==> config.mk <==
export PLATFORM = sky130hd
export DESIGN_NAME = ucs_top
export DESIGN_NICKNAME = d
export VERILOG_FILES = /design/src/ucs_top.v
export VERILOG_INCLUDE_DIRS = /design/src /design/src/src
export SDC_FILE = /design/constraint.sdc
export NUM_CORES = 1
export LEC_CHECK = 0
export ABC_CLOCK_PERIOD_IN_PS = 2830
export BUFFER_PORTS_ARGS = -buffer_cell sky130_fd_sc_hd__buf_2
export CAP_MARGIN = 0
export CELL_PAD_IN_SITES_DETAIL_PLACEMENT = 1
export CELL_PAD_IN_SITES_GLOBAL_PLACEMENT = 2
export CORE_AREA = 2 2 144 146
export DETAILED_ROUTE_END_ITERATION = 12
export DIE_AREA = 0 0 146 148
export PLACE_DENSITY = 0.76
export SLEW_MARGIN = 20
export SYNTH_ARGS = -nofsm -noshare
export SYNTH_HDL_FRONTEND = slang
export SYNTH_HIERARCHICAL = 1
export SYNTH_SLANG_ARGS = --single-unit
export TNS_END_PERCENT = 20
==> constraint.sdc <==
create_clock -name CLOCK -period 2.83 [get_ports CLOCK]
set_input_delay 0.566 -clock CLOCK [delete_from_list [all_inputs] [get_ports CLOCK]]
set_output_delay 0.566 -clock CLOCK [all_outputs]
set_load 0.01 [all_outputs]
==> src/ucs_defines.vh <==
// Constants for the collision-checked bus and smart-card serial channel.
// Assumes a single 200 MHz clock; all pins but the asynchronous reset RSTN are sampled synchronously.
`ifndef UCS_DEFINES_VH
`define UCS_DEFINES_VH
`define UCS_MODE_BUS        3'h6
`define UCS_MODE_CARD       3'h5
`define UCS_OVERSAMPLE      5'h10
`define UCS_OVERSAMPLE_MID  4'h7
`define UCS_DATA_BITS       4'h8
`define UCS_BUS_DATA_BITS   4'h9
`define UCS_FIFO_DEPTH      4
`define UCS_GUARD_TICKS     5'h10
`endif

==> src/ucs_top.v <==
// Serial channel with collision-checked bus mode and smart-card mode.
// Assumes control bits come straight from software-owned flops outside.
`timescale 1ns/1ps
`default_nettype none
`include "ucs_defines.vh"

// Small synchronous FIFO between the transmit buffer port and the shifter.
module ucs_fifo #(
  parameter WIDTH = 9,
  parameter DEPTH = 4,
  parameter AW    = 2
) (
  input  wire             clk,
  input  wire             rst_n,
  input  wire             in_valid,
  output wire             in_ready,
  input  wire [WIDTH-1:0] in_data,
  output wire             out_valid,
  input  wire             out_ready,
  output wire [WIDTH-1:0] out_data
);
  reg [WIDTH-1:0] mem [0:DEPTH-1]; // Storage words.
  reg [AW-1:0]    wp_reg;          // Write pointer.
  reg [AW-1:0]    rp_reg;          // Read pointer.
  reg [AW:0]      cnt_reg;         // Occupancy.
  wire            push;
  wire            pop;
  assign in_ready  = (cnt_reg != DEPTH[AW:0]);
  assign out_valid = (cnt_reg != {(AW+1){1'b0}});
  assign out_data  = mem[rp_reg];
  assign push      = in_valid & in_ready;
  assign pop       = out_valid & out_ready;

  // Pointer and count update; storage has no reset as it is qualified by count.
  always @(posedge clk or negedge rst_n) begin
    if (!rst_n) begin
      wp_reg  <= {AW{1'b0}};
      rp_reg  <= {AW{1'b0}};
      cnt_reg <= {(AW+1){1'b0}};
    end else begin
      if (push) begin
        wp_reg <= wp_reg + 1'b1;
      end
      if (pop) begin
        rp_reg <= rp_reg + 1'b1;
      end
      cnt_reg <= cnt_reg + {{AW{1'b0}}, push} - {{AW{1'b0}}, pop};
    end
  end

  // Write port.
  always @(posedge clk) begin
    if (push) begin
      mem[wp_reg] <= in_data;
    end
  end
endmodule // ucs_fifo

module ucs_top #(
  parameter CHANNEL = 2
) (
  input  wire       CLOCK,
  input  wire       RSTN,
  input  wire [2:0] SERIAL_MODE_FIELD,
  input  wire       CLOCK_SOURCE_SEL,
  input  wire       INT_CLK_TICK,
  input  wire       EXT_CLK_PIN,
  input  wire [7:0] BAUD_DIVIDER,
  input  wire       TX_ENABLE_SET,
  input  wire       TX_ENABLE_CLR,
  output wire       TX_ENABLE,
  input  wire       RX_ENABLE,
  input  wire       PARITY_ENABLE,
  input  wire       PARITY_SENSE,
  input  wire       BIT_ORDER_SEL,
  input  wire       LOGIC_INVERSION,
  input  wire       ERROR_SIGNAL_ENABLE,
  input  wire       TX_IRQ_CAUSE_SEL,
  input  wire       CHAN0_COLLISION_ENABLE,
  input  wire       CHAN1_COLLISION_ENABLE,
  input  wire       COLLISION_SAMPLE_SEL,
  input  wire       COLLISION_AUTO_TX_OFF,
  input  wire       TX_START_TRIGGER_SEL,
  input  wire       ONESHOT_UNDERFLOW,
  input  wire [8:0] TX_BUFFER,
  input  wire       TX_BUFFER_VALID,
  output wire       TX_BUFFER_READY,
  output wire       TX_BUFFER_EMPTY,
  output reg  [8:0] RX_BUFFER,
  input  wire       RX_BUFFER_READ,
  output reg        RX_COMPLETE,
  output reg        OVERRUN_FLAG,
  output reg        FRAMING_FLAG,
  output reg        PARITY_ERROR_FLAG,
  output wire       ERROR_SUM,
  output reg        TX_IRQ,
  output reg        RX_IRQ,
  output reg        COLLISION_IRQ,
  output reg        TX_DATA_PIN,
  input  wire       RX_DATA_PIN
);
  localparam ST_IDLE  = 4'h1; // Transmitter idle.
  localparam ST_WAIT  = 4'h2; // Waiting for the start trigger.
  localparam ST_SHIFT = 4'h4; // Shifting a character out.
  localparam ST_DONE  = 4'h8; // Stop bit sent, awaiting bit-clock fall.
  wire bus_mode  = (SERIAL_MODE_FIELD == `UCS_MODE_BUS);
  wire card_mode = (SERIAL_MODE_FIELD == `UCS_MODE_CARD);
  wire nbits9    = bus_mode;                               // Bus bits carry nine data bits.
  wire par_on    = card_mode | (PARITY_ENABLE & ~bus_mode); // Card mode forces parity on.
  wire col_allow = (CHANNEL == 0) ? CHAN0_COLLISION_ENABLE :
                   (CHANNEL == 1) ? CHAN1_COLLISION_ENABLE : 1'b1;

  // Oversample tick: source clock divided by n+1; bit time is 16 of these.
  reg       ext_d_reg;    // Previous external clock level for edge detection.
  reg [7:0] div_reg;      // Baud divider counter.
  reg       tick_reg;     // One-cycle oversample tick.
  wire      src_tick = CLOCK_SOURCE_SEL ? (EXT_CLK_PIN & ~ext_d_reg) : INT_CLK_TICK;
  always @(posedge CLOCK or negedge RSTN) begin
    if (!RSTN) begin
      ext_d_reg <= 1'b0;
      div_reg   <= 8'h00;
      tick_reg  <= 1'b0;
    end else begin
      ext_d_reg <= EXT_CLK_PIN;
      tick_reg  <= 1'b0;
      if (src_tick) begin
        if (div_reg >= BAUD_DIVIDER) begin // A divider lowered on the fly must not wait for a wrap.
          div_reg  <= 8'h00;
          tick_reg <= 1'b1;
        end else begin
          div_reg <= div_reg + 8'h01;
        end
      end
    end
  end

  // Transmit path: the FIFO feeds the shifter and stalls the writer when full.
  wire [8:0] fifo_data;
  wire       fifo_valid;
  reg        fifo_pop;
  ucs_fifo #(.WIDTH(9), .DEPTH(`UCS_FIFO_DEPTH), .AW(2)) u_fifo (
    .clk       (CLOCK),
    .rst_n     (RSTN),
    .in_valid  (TX_BUFFER_VALID),
    .in_ready  (TX_BUFFER_READY),
    .in_data   (TX_BUFFER),
    .out_valid (fifo_valid),
    .out_ready (fifo_pop),
    .out_data  (fifo_data)
  );
  assign TX_BUFFER_EMPTY = ~fifo_valid;

  reg        te_reg;      // Transmit enable, cleared by auto shutdown.
  reg [3:0]  tx_st_reg;   // Transmitter state, one-hot.
  reg [11:0] tx_sh_reg;   // Frame bits, sent from bit 0.
  reg [3:0]  tx_cnt_reg;  // Bits remaining.
  reg [3:0]  tx_ph_reg;   // Oversample phase within a bit.
  reg        rx_d_reg;    // Previous receive level.
  reg        guard_reg;   // Parity error signal being driven.
  reg [4:0]  guard_cnt_reg;
  wire       rx_rise = RX_DATA_PIN & ~rx_d_reg;
  wire       tx_ok   = te_reg & fifo_valid;
  assign TX_ENABLE = te_reg;

  // Build a frame: start, data in chosen order, optional parity, stop.
  function [11:0] build;
    input [8:0] d;
    input       nine;
    input       par;
    input       msb;
    input       inv;
    input       odd;
    reg   [8:0] o;
    reg         p;
    integer     i;
    begin
      o = d;
      for (i = 0; i < 8; i = i + 1) begin
        if (msb) begin
          o[i] = d[7-i];
        end
      end
      if (inv) begin
        o[7:0] = ~o[7:0];
      end
      p = ^d[7:0] ^ odd;
      if (inv) begin
        p = ~p;
      end
      if (nine) begin
        build = {2'b11, o, 1'b0};
      end else if (par) begin
        build = {2'b11, p, o[7:0], 1'b0};
      end else begin
        build = {3'b111, o[7:0], 1'b0};
      end
    end
  endfunction

  wire [3:0] frame_len = nbits9 ? 4'hB : (par_on ? 4'hB : 4'hA);
  wire       col_event = bus_mode & col_allow & (tx_st_reg == ST_SHIFT) &
                         (TX_DATA_PIN != RX_DATA_PIN) &
                         (COLLISION_SAMPLE_SEL ? ONESHOT_UNDERFLOW :
                          (tick_reg & (tx_ph_reg == `UCS_OVERSAMPLE_MID)));

  // Transmitter state machine.
  always @(posedge CLOCK or negedge RSTN) begin
    if (!RSTN) begin
      te_reg     <= 1'b0;
      tx_st_reg  <= ST_IDLE;
      tx_sh_reg  <= 12'hFFF;
      tx_cnt_reg <= 4'h0;
      tx_ph_reg  <= 4'h0;
      rx_d_reg   <= 1'b1;
      TX_IRQ     <= 1'b0;
      COLLISION_IRQ <= 1'b0;
      fifo_pop   <= 1'b0;
    end else begin
      rx_d_reg      <= RX_DATA_PIN;
      TX_IRQ        <= 1'b0;
      COLLISION_IRQ <= col_event;
      fifo_pop      <= 1'b0;
      // Software enable; the collision shutdown wins over a set in the same cycle.
      if (TX_ENABLE_SET) begin
        te_reg <= 1'b1;
      end
      if (TX_ENABLE_CLR | (col_event & COLLISION_AUTO_TX_OFF)) begin
        te_reg <= 1'b0;
      end
      case (tx_st_reg)
        ST_IDLE: begin
          if (tx_ok & (card_mode | bus_mode | 1'b1)) begin
            tx_st_reg <= ST_WAIT;
            tx_ph_reg <= 4'h0;
          end
        end
        ST_WAIT: begin
          // Trigger choice applies to bus mode; other modes wait one bit time.
          if (!tx_ok) begin
            tx_st_reg <= ST_IDLE;
          end else if (bus_mode & TX_START_TRIGGER_SEL ? rx_rise :
                       (tick_reg & (tx_ph_reg == 4'hF))) begin
            tx_sh_reg  <= build(fifo_data, nbits9, par_on, BIT_ORDER_SEL & card_mode,
                                LOGIC_INVERSION & card_mode, ~PARITY_SENSE);
            tx_cnt_reg <= frame_len;
            tx_ph_reg  <= 4'h0;
            fifo_pop   <= 1'b1;
            tx_st_reg  <= ST_SHIFT;
          end else if (tick_reg) begin
            tx_ph_reg <= tx_ph_reg + 4'h1;
          end
        end
        ST_SHIFT: begin
          if (tick_reg) begin
            tx_ph_reg <= tx_ph_reg + 4'h1;
            if (tx_ph_reg == 4'hF) begin
              tx_sh_reg  <= {1'b1, tx_sh_reg[11:1]};
              tx_cnt_reg <= tx_cnt_reg - 4'h1;
              if (tx_cnt_reg == 4'h1) begin
                tx_st_reg <= ST_DONE;
              end
            end
          end
        end
        ST_DONE: begin
          // The bit clock falls half a bit after the stop bit ends.
          if (tick_reg) begin
            tx_ph_reg <= tx_ph_reg + 4'h1;
            if (tx_ph_reg == `UCS_OVERSAMPLE_MID) begin
              TX_IRQ    <= TX_IRQ_CAUSE_SEL;
              tx_st_reg <= ST_IDLE;
            end
          end
        end
        default: tx_st_reg <= ST_IDLE;
      endcase
    end
  end

  // Receiver: start detection, mid-bit sampling, buffer load with flags.
  reg        rx_busy_reg;
  reg [3:0]  rx_ph_reg;
  reg [3:0]  rx_idx_reg;
  reg [10:0] rx_sh_reg;
  reg        unread_reg;  // Buffer holds a character not yet read.
  reg        ovr_pend_reg;
  reg        rx_armed_reg; // Line seen released since the last frame, so a held-low line cannot retrigger.
  wire [3:0] rx_len = frame_len - 4'h1; // Bits after the start bit.
  wire       smp    = tick_reg & (rx_ph_reg == `UCS_OVERSAMPLE_MID);
  reg  [8:0] rx_dat;
  reg        rx_perr;
  integer    k;
  // Decode the shifted frame into data and parity check.
  always @* begin
    rx_dat  = 9'h000;
    rx_perr = 1'b0;
    if (nbits9) begin
      rx_dat = rx_sh_reg[8:0];
    end else begin
      for (k = 0; k < 8; k = k + 1) begin
        rx_dat[k] = (BIT_ORDER_SEL & card_mode) ? rx_sh_reg[7-k] : rx_sh_reg[k];
      end
      if (LOGIC_INVERSION & card_mode) begin
        rx_dat[7:0] = ~rx_dat[7:0];
      end
      rx_perr = par_on & ((^rx_sh_reg[8:0] ^ (LOGIC_INVERSION & card_mode)) != ~PARITY_SENSE);
    end
  end

  always @(posedge CLOCK or negedge RSTN) begin
    if (!RSTN) begin
      rx_busy_reg  <= 1'b0;
      rx_ph_reg    <= 4'h0;
      rx_idx_reg   <= 4'h0;
      rx_sh_reg    <= 11'h000;
      unread_reg   <= 1'b0;
      ovr_pend_reg <= 1'b0;
      rx_armed_reg <= 1'b0;
      RX_BUFFER    <= 9'h000;
      RX_COMPLETE  <= 1'b0;
      RX_IRQ       <= 1'b0;
      OVERRUN_FLAG <= 1'b0;
      FRAMING_FLAG <= 1'b0;
      PARITY_ERROR_FLAG <= 1'b0;
      guard_reg    <= 1'b0;
      guard_cnt_reg <= 5'h00;
    end else begin
      RX_IRQ <= 1'b0;
      rx_armed_reg <= ~guard_reg & ~rx_busy_reg & (rx_armed_reg | RX_DATA_PIN);
      if (RX_BUFFER_READ) begin
        unread_reg   <= 1'b0;
        RX_COMPLETE  <= 1'b0;
        OVERRUN_FLAG <= 1'b0;
        if (guard_reg) begin
          PARITY_ERROR_FLAG <= 1'b0;
          guard_reg         <= 1'b0;
        end
      end
      if (guard_reg & tick_reg) begin
        guard_cnt_reg <= guard_cnt_reg - 5'h01;
        if (guard_cnt_reg == 5'h01) begin
          guard_reg <= 1'b0;
        end
      end
      if (!rx_busy_reg) begin
        if (RX_ENABLE & ~RX_DATA_PIN & tick_reg & rx_armed_reg) begin
          rx_busy_reg <= 1'b1;
          rx_ph_reg   <= 4'h1;
          rx_idx_reg  <= 4'h0;
        end
      end else if (tick_reg) begin
        rx_ph_reg <= rx_ph_reg + 4'h1;
        if (smp) begin
          if (rx_idx_reg == 4'h0 && RX_DATA_PIN) begin
            rx_busy_reg <= 1'b0; // False start.
          end else if (rx_idx_reg == rx_len) begin
            rx_busy_reg <= 1'b0;
            // Load the buffer; overrun leaves the receive flag alone.
            if (ovr_pend_reg) begin
              OVERRUN_FLAG <= 1'b1;
              RX_BUFFER    <= rx_dat;
            end else begin
              RX_BUFFER   <= rx_dat;
              RX_COMPLETE <= 1'b1;
              RX_IRQ      <= 1'b1;
              unread_reg  <= 1'b1;
            end
            FRAMING_FLAG      <= ~RX_DATA_PIN;
            PARITY_ERROR_FLAG <= rx_perr;
            if (rx_perr & card_mode & ERROR_SIGNAL_ENABLE) begin
              guard_reg     <= 1'b1;
              guard_cnt_reg <= `UCS_GUARD_TICKS;
            end
            ovr_pend_reg <= 1'b0;
          end else begin
            if (rx_idx_reg != 4'h0) begin
              rx_sh_reg[rx_idx_reg - 4'h1] <= RX_DATA_PIN;
            end
            if ((rx_idx_reg == rx_len - 4'h1) & unread_reg & ~RX_BUFFER_READ) begin
              ovr_pend_reg <= 1'b1;
            end
          end
          rx_idx_reg <= rx_idx_reg + 4'h1;
        end
      end
    end
  end

  assign ERROR_SUM = OVERRUN_FLAG | FRAMING_FLAG | PARITY_ERROR_FLAG;
  // Line driver: frame bit, forced low while the parity error signal runs.
  always @(posedge CLOCK or negedge RSTN) begin
    if (!RSTN) begin
      TX_DATA_PIN <= 1'b1;
    end else begin
      TX_DATA_PIN <= tx_sh_reg[0] & ~guard_reg;
    end
  end
endmodule // ucs_top
`default_nettype wire

==> impl_metrics.yaml <==
placed_design:
  port_buffers: 61
  routabilityCongestion: 0.7637
  dp_hpwl_mm: 10.40
  placed_cell_area_um2: 7156
setup_path:
  cp-startpoint: "u_fifo/cnt_reg[1]"
  cp.required_ps: 3130
  end_kind: "register"
  r2r-start: "u_fifo/cnt_reg[1]"
  cp_slowest_cell: "o31ai_1"
  crit_fanout: 8
  worst_r2r_path_depth: 6
  path_buf_inv: 0
  crit_path_start_kind: "register"
  cpPeakStageDelay_ps: 550
  r2r_slack_ps: 500
  worstSetupPathType: "register to register"
  crit_arrival_ps: 2620
  cp_common_cell: "nor2_1"
  path_cells: "or3_1 > nand4bb_1 > nor2_1 > o31ai_1 > mux2i_1 > nor2_1"
  critPathTopFamily: "simple AND/OR/NAND/NOR gates"
  r2r_end: "tx_ph_reg[1]"
synthesis:
  synth_nets: 636
  synthAdderAreaFrac_pct: 5.479
  yosys_register_bits: 122
  syn_avg_cell_area_um2: 11.56
  synth.largest_area_cell: "dfrtp_1"
  synth-async-reset-ratio_pct: 70.49
  yosys-top-cells-area: "dfrtp_1 28%, edfxtp_1 17%, dfstp_2 5.2%"
  ys_warn_count: 6
  synth-xor-area-share_pct: 6.801
  syn_inst: 565
  synth.distinct_cells: 67
  yosys.area_share.simple_pct: 13.51
  synth_edf_count: 36
  synth_top_family_by_area: "simple AND/OR/NAND/NOR gates"
  synth_compound_area_share_pct: 8.755
  synth_top_area_share_pct: 27.97
  synth_top_flop_cell: "dfrtp_1"
  synth_area_um2: 6531
  yosys-mux-area-fraction_pct: 12.15
  yosysSeqAreaShare_pct: 49.75
power_and_ir_drop:
  internal_power_mw: 4.239
  netSwitchingPower_mw: 1.935
  leakage_nw: 3.473
  seqPwrFrac_pct: 41.2
  finalPower_mw: 6.174
  p_clk_share_pct: 35.0
  vdd_ir_drop_max_v: 0.0004313
  p_comb_share_pct: 23.7
  sw_frac_of_total_pct: 31.34
  power_density_nw_per_um2: 797.6
die:
  start_util_pct: 32.59
  rows: 52
  dieArea_um2: 21610
  core_um2: 20040
  ioPinCount: 64
  die_w_um: 146
  die_h_um: 148
timing:
  fin_crit_sh_pct: 82.24
  hold_violations: 0
  holdWs_ps: 162.6
  max_freq_mhz: 429.7
  fin_tns_setup_ps: 0
  skew_ps: 8.364
  worstMarginPinSlew_ps: 643.3
  slew_violations: 0
  min_period_ps: 2327
  maxSlewHeadroom_pct: 56.66
  setup_viol: 0
  rsz0062_at_grt: "false"
cts:
  clock_sinks: 122
  h-tree-depth: 4
  cts_buffers: 17
  ctsResizeCount: 0
  cts_root_buf: "clkbuf_16"
  clockBufferDepth: 2
  clk-insertion-delay-late_ps: 420
  cts_tree: "built"
  postCtsSetupRepairBufs: 0
  cts_hold_buffers: 0
  clk_pin_slew_worst_paths_ps: 60
run_status:
  outcome: "finished, final reports clean"
drt:
  via_per_inst: 4.909
  wire_per_inst_um: 15.72
  drt_pass1_iterations: 4
  num_vias: 4502
  drc_errors: 0
  ant_nets: 0
  drtIter0Drc: 193
  wirelength_mm: 14.42
finish:
  nNetsFinal: 705
  final_area_um2: 7741
  largest_reg_flops: 36
  areaGrowthSynthToFinish_pct: 18.52
  diodes: 0
  drive_gt1_share_pct: 23.96
job:
  maxCapViolCount: 0
grt:
  grt_pass1_wl_mm: 24.86
  grt_pass1_vias: 4977
  track_usage_pct: 14.50
  grt_max_degree: 46
  antenna_found_initial: 0
  overflow: 0
hold_path:
  min_path_type: "primary input to asynchronous set/reset pin"
-- cells in the final DEF (no fill, tap or decap), types with 4 or more instances in the layout --
master,Yosys,final
a211oi_1,9,9
a21o_1,5,5
a21oi_1,26,26
and3b_1,6,6
buf_2,6,60
buf_4,2,10
clkbuf_16,0,17
dfrtp_1,73,73
dfstp_2,13,13
edfxtp_1,36,36
ha_1,27,27
inv_1,33,33
mux2_2,19,19
mux2_4,6,6
mux2i_1,26,26
mux4_2,8,8
nand2_1,46,46
nand2b_1,11,11
nand3_1,11,11
nand4b_1,4,4
nor2_1,46,46
nor2b_1,7,7
o211ai_1,4,4
o21ai_0,12,12
or3_1,9,9
xnor2_1,26,26
xor2_1,17,17
-- worst reg2reg max path: stages, from the launching register on --
cell and delay, ps:
dfrtp_1 490, or3_1 500, nand4bb_1 230, nor2_1 130, o31ai_1 550, mux2i_1 250, nor2_1 60
-- cells in the mapped netlist (all sizes together) (2+ instances only) --
cell type,instances
edfxtp,36
or2,3
buf,11
mux2i,27
a221o,3
o211ai,4
nor2b,7
ha,27
a41oi,2
xnor3,3
nor2,47
mux4,9
mux2,25
xor2,17
nand2b,11
and4,3
xnor2,26
nand4,2
o311ai,2
a21oi,26
nand3,11
a21o,6
or3,9
clkbuf,10
inv,33
o21ai,12
nand4bb,3
dfrtp,73
and2,3
a22o,2
o22ai,3
nor3,4
o31ai,2
nand4b,4
a31oi,3
nand2,46
and3b,6
a211oi,9
dfstp,13
nor4,3
and3,2
a22oi,2
-- layout make-up --
type	instances	area (um2)
tap	270	337.8
sequential	122	3249
multi-input combinational	389	3049
fill	2218	12300
timing repair buffer	71	395.4
clock inverter	14	156.4
inverter	33	123.9
clock buffer	18	429.2
-- power groups by stage --
| stage | registers (mW) | logic (mW) | clock network, mW |
|---|---|---|---|
| floorplan | 2.43 | 1.16 | 0 |
| global placement | 2.54 | 1.40 | 0 |
| detailed placement | 2.58 | 1.49 | 0 |
| CTS | 2.55 | 1.49 | 2.22 |
| global route | 2.61 | 1.70 | 2.30 |
| finish | 2.55 | 1.47 | 2.16 |
-- cell families (layout without fill, tap and decap cells) --
kind of cell    after synthesis  count (layout)
flops                       122             122
fa+ha+maj                    28              28
buf+inv                      54             136
simple gates                168             168
compound gates               86              86
mux                          61              61
xor+xnor                     46              46
-- through the flow --
stage	setup slack, ps	instances	util [%]
final	502.6	917	38.63
after detailed placement	449.2	885	35.71
after global routing	271.7	917	38.63
after global placement	505.2	885	35.71
after CTS	492.6	917	38.63
after floorplan	760.0	565	-
-- how the worst max path moves through the flow --
stage	end	cells after the start
after floorplan	u_fifo/cnt_reg[2]	9
after global placement	div_reg[2]	7
after detailed placement	guard_reg	6
after CTS	tx_ph_reg[1]	6
after global routing	tx_ph_reg[3]	6
final	tx_ph_reg[1]	6
-- metal layers --
metal	wire length, um	part of all wire [%]	track usage [%]	vias to the layer above
li1	-	-	-	2154
met4	280	1.9	6.117	0
met1	6457	45	17.45	2257
met3	502	3.5	3.765	23
met5	0	0	0	-
met2	7178	50	24.74	68
Note: power is estimated with default switching activity, not from simulation.
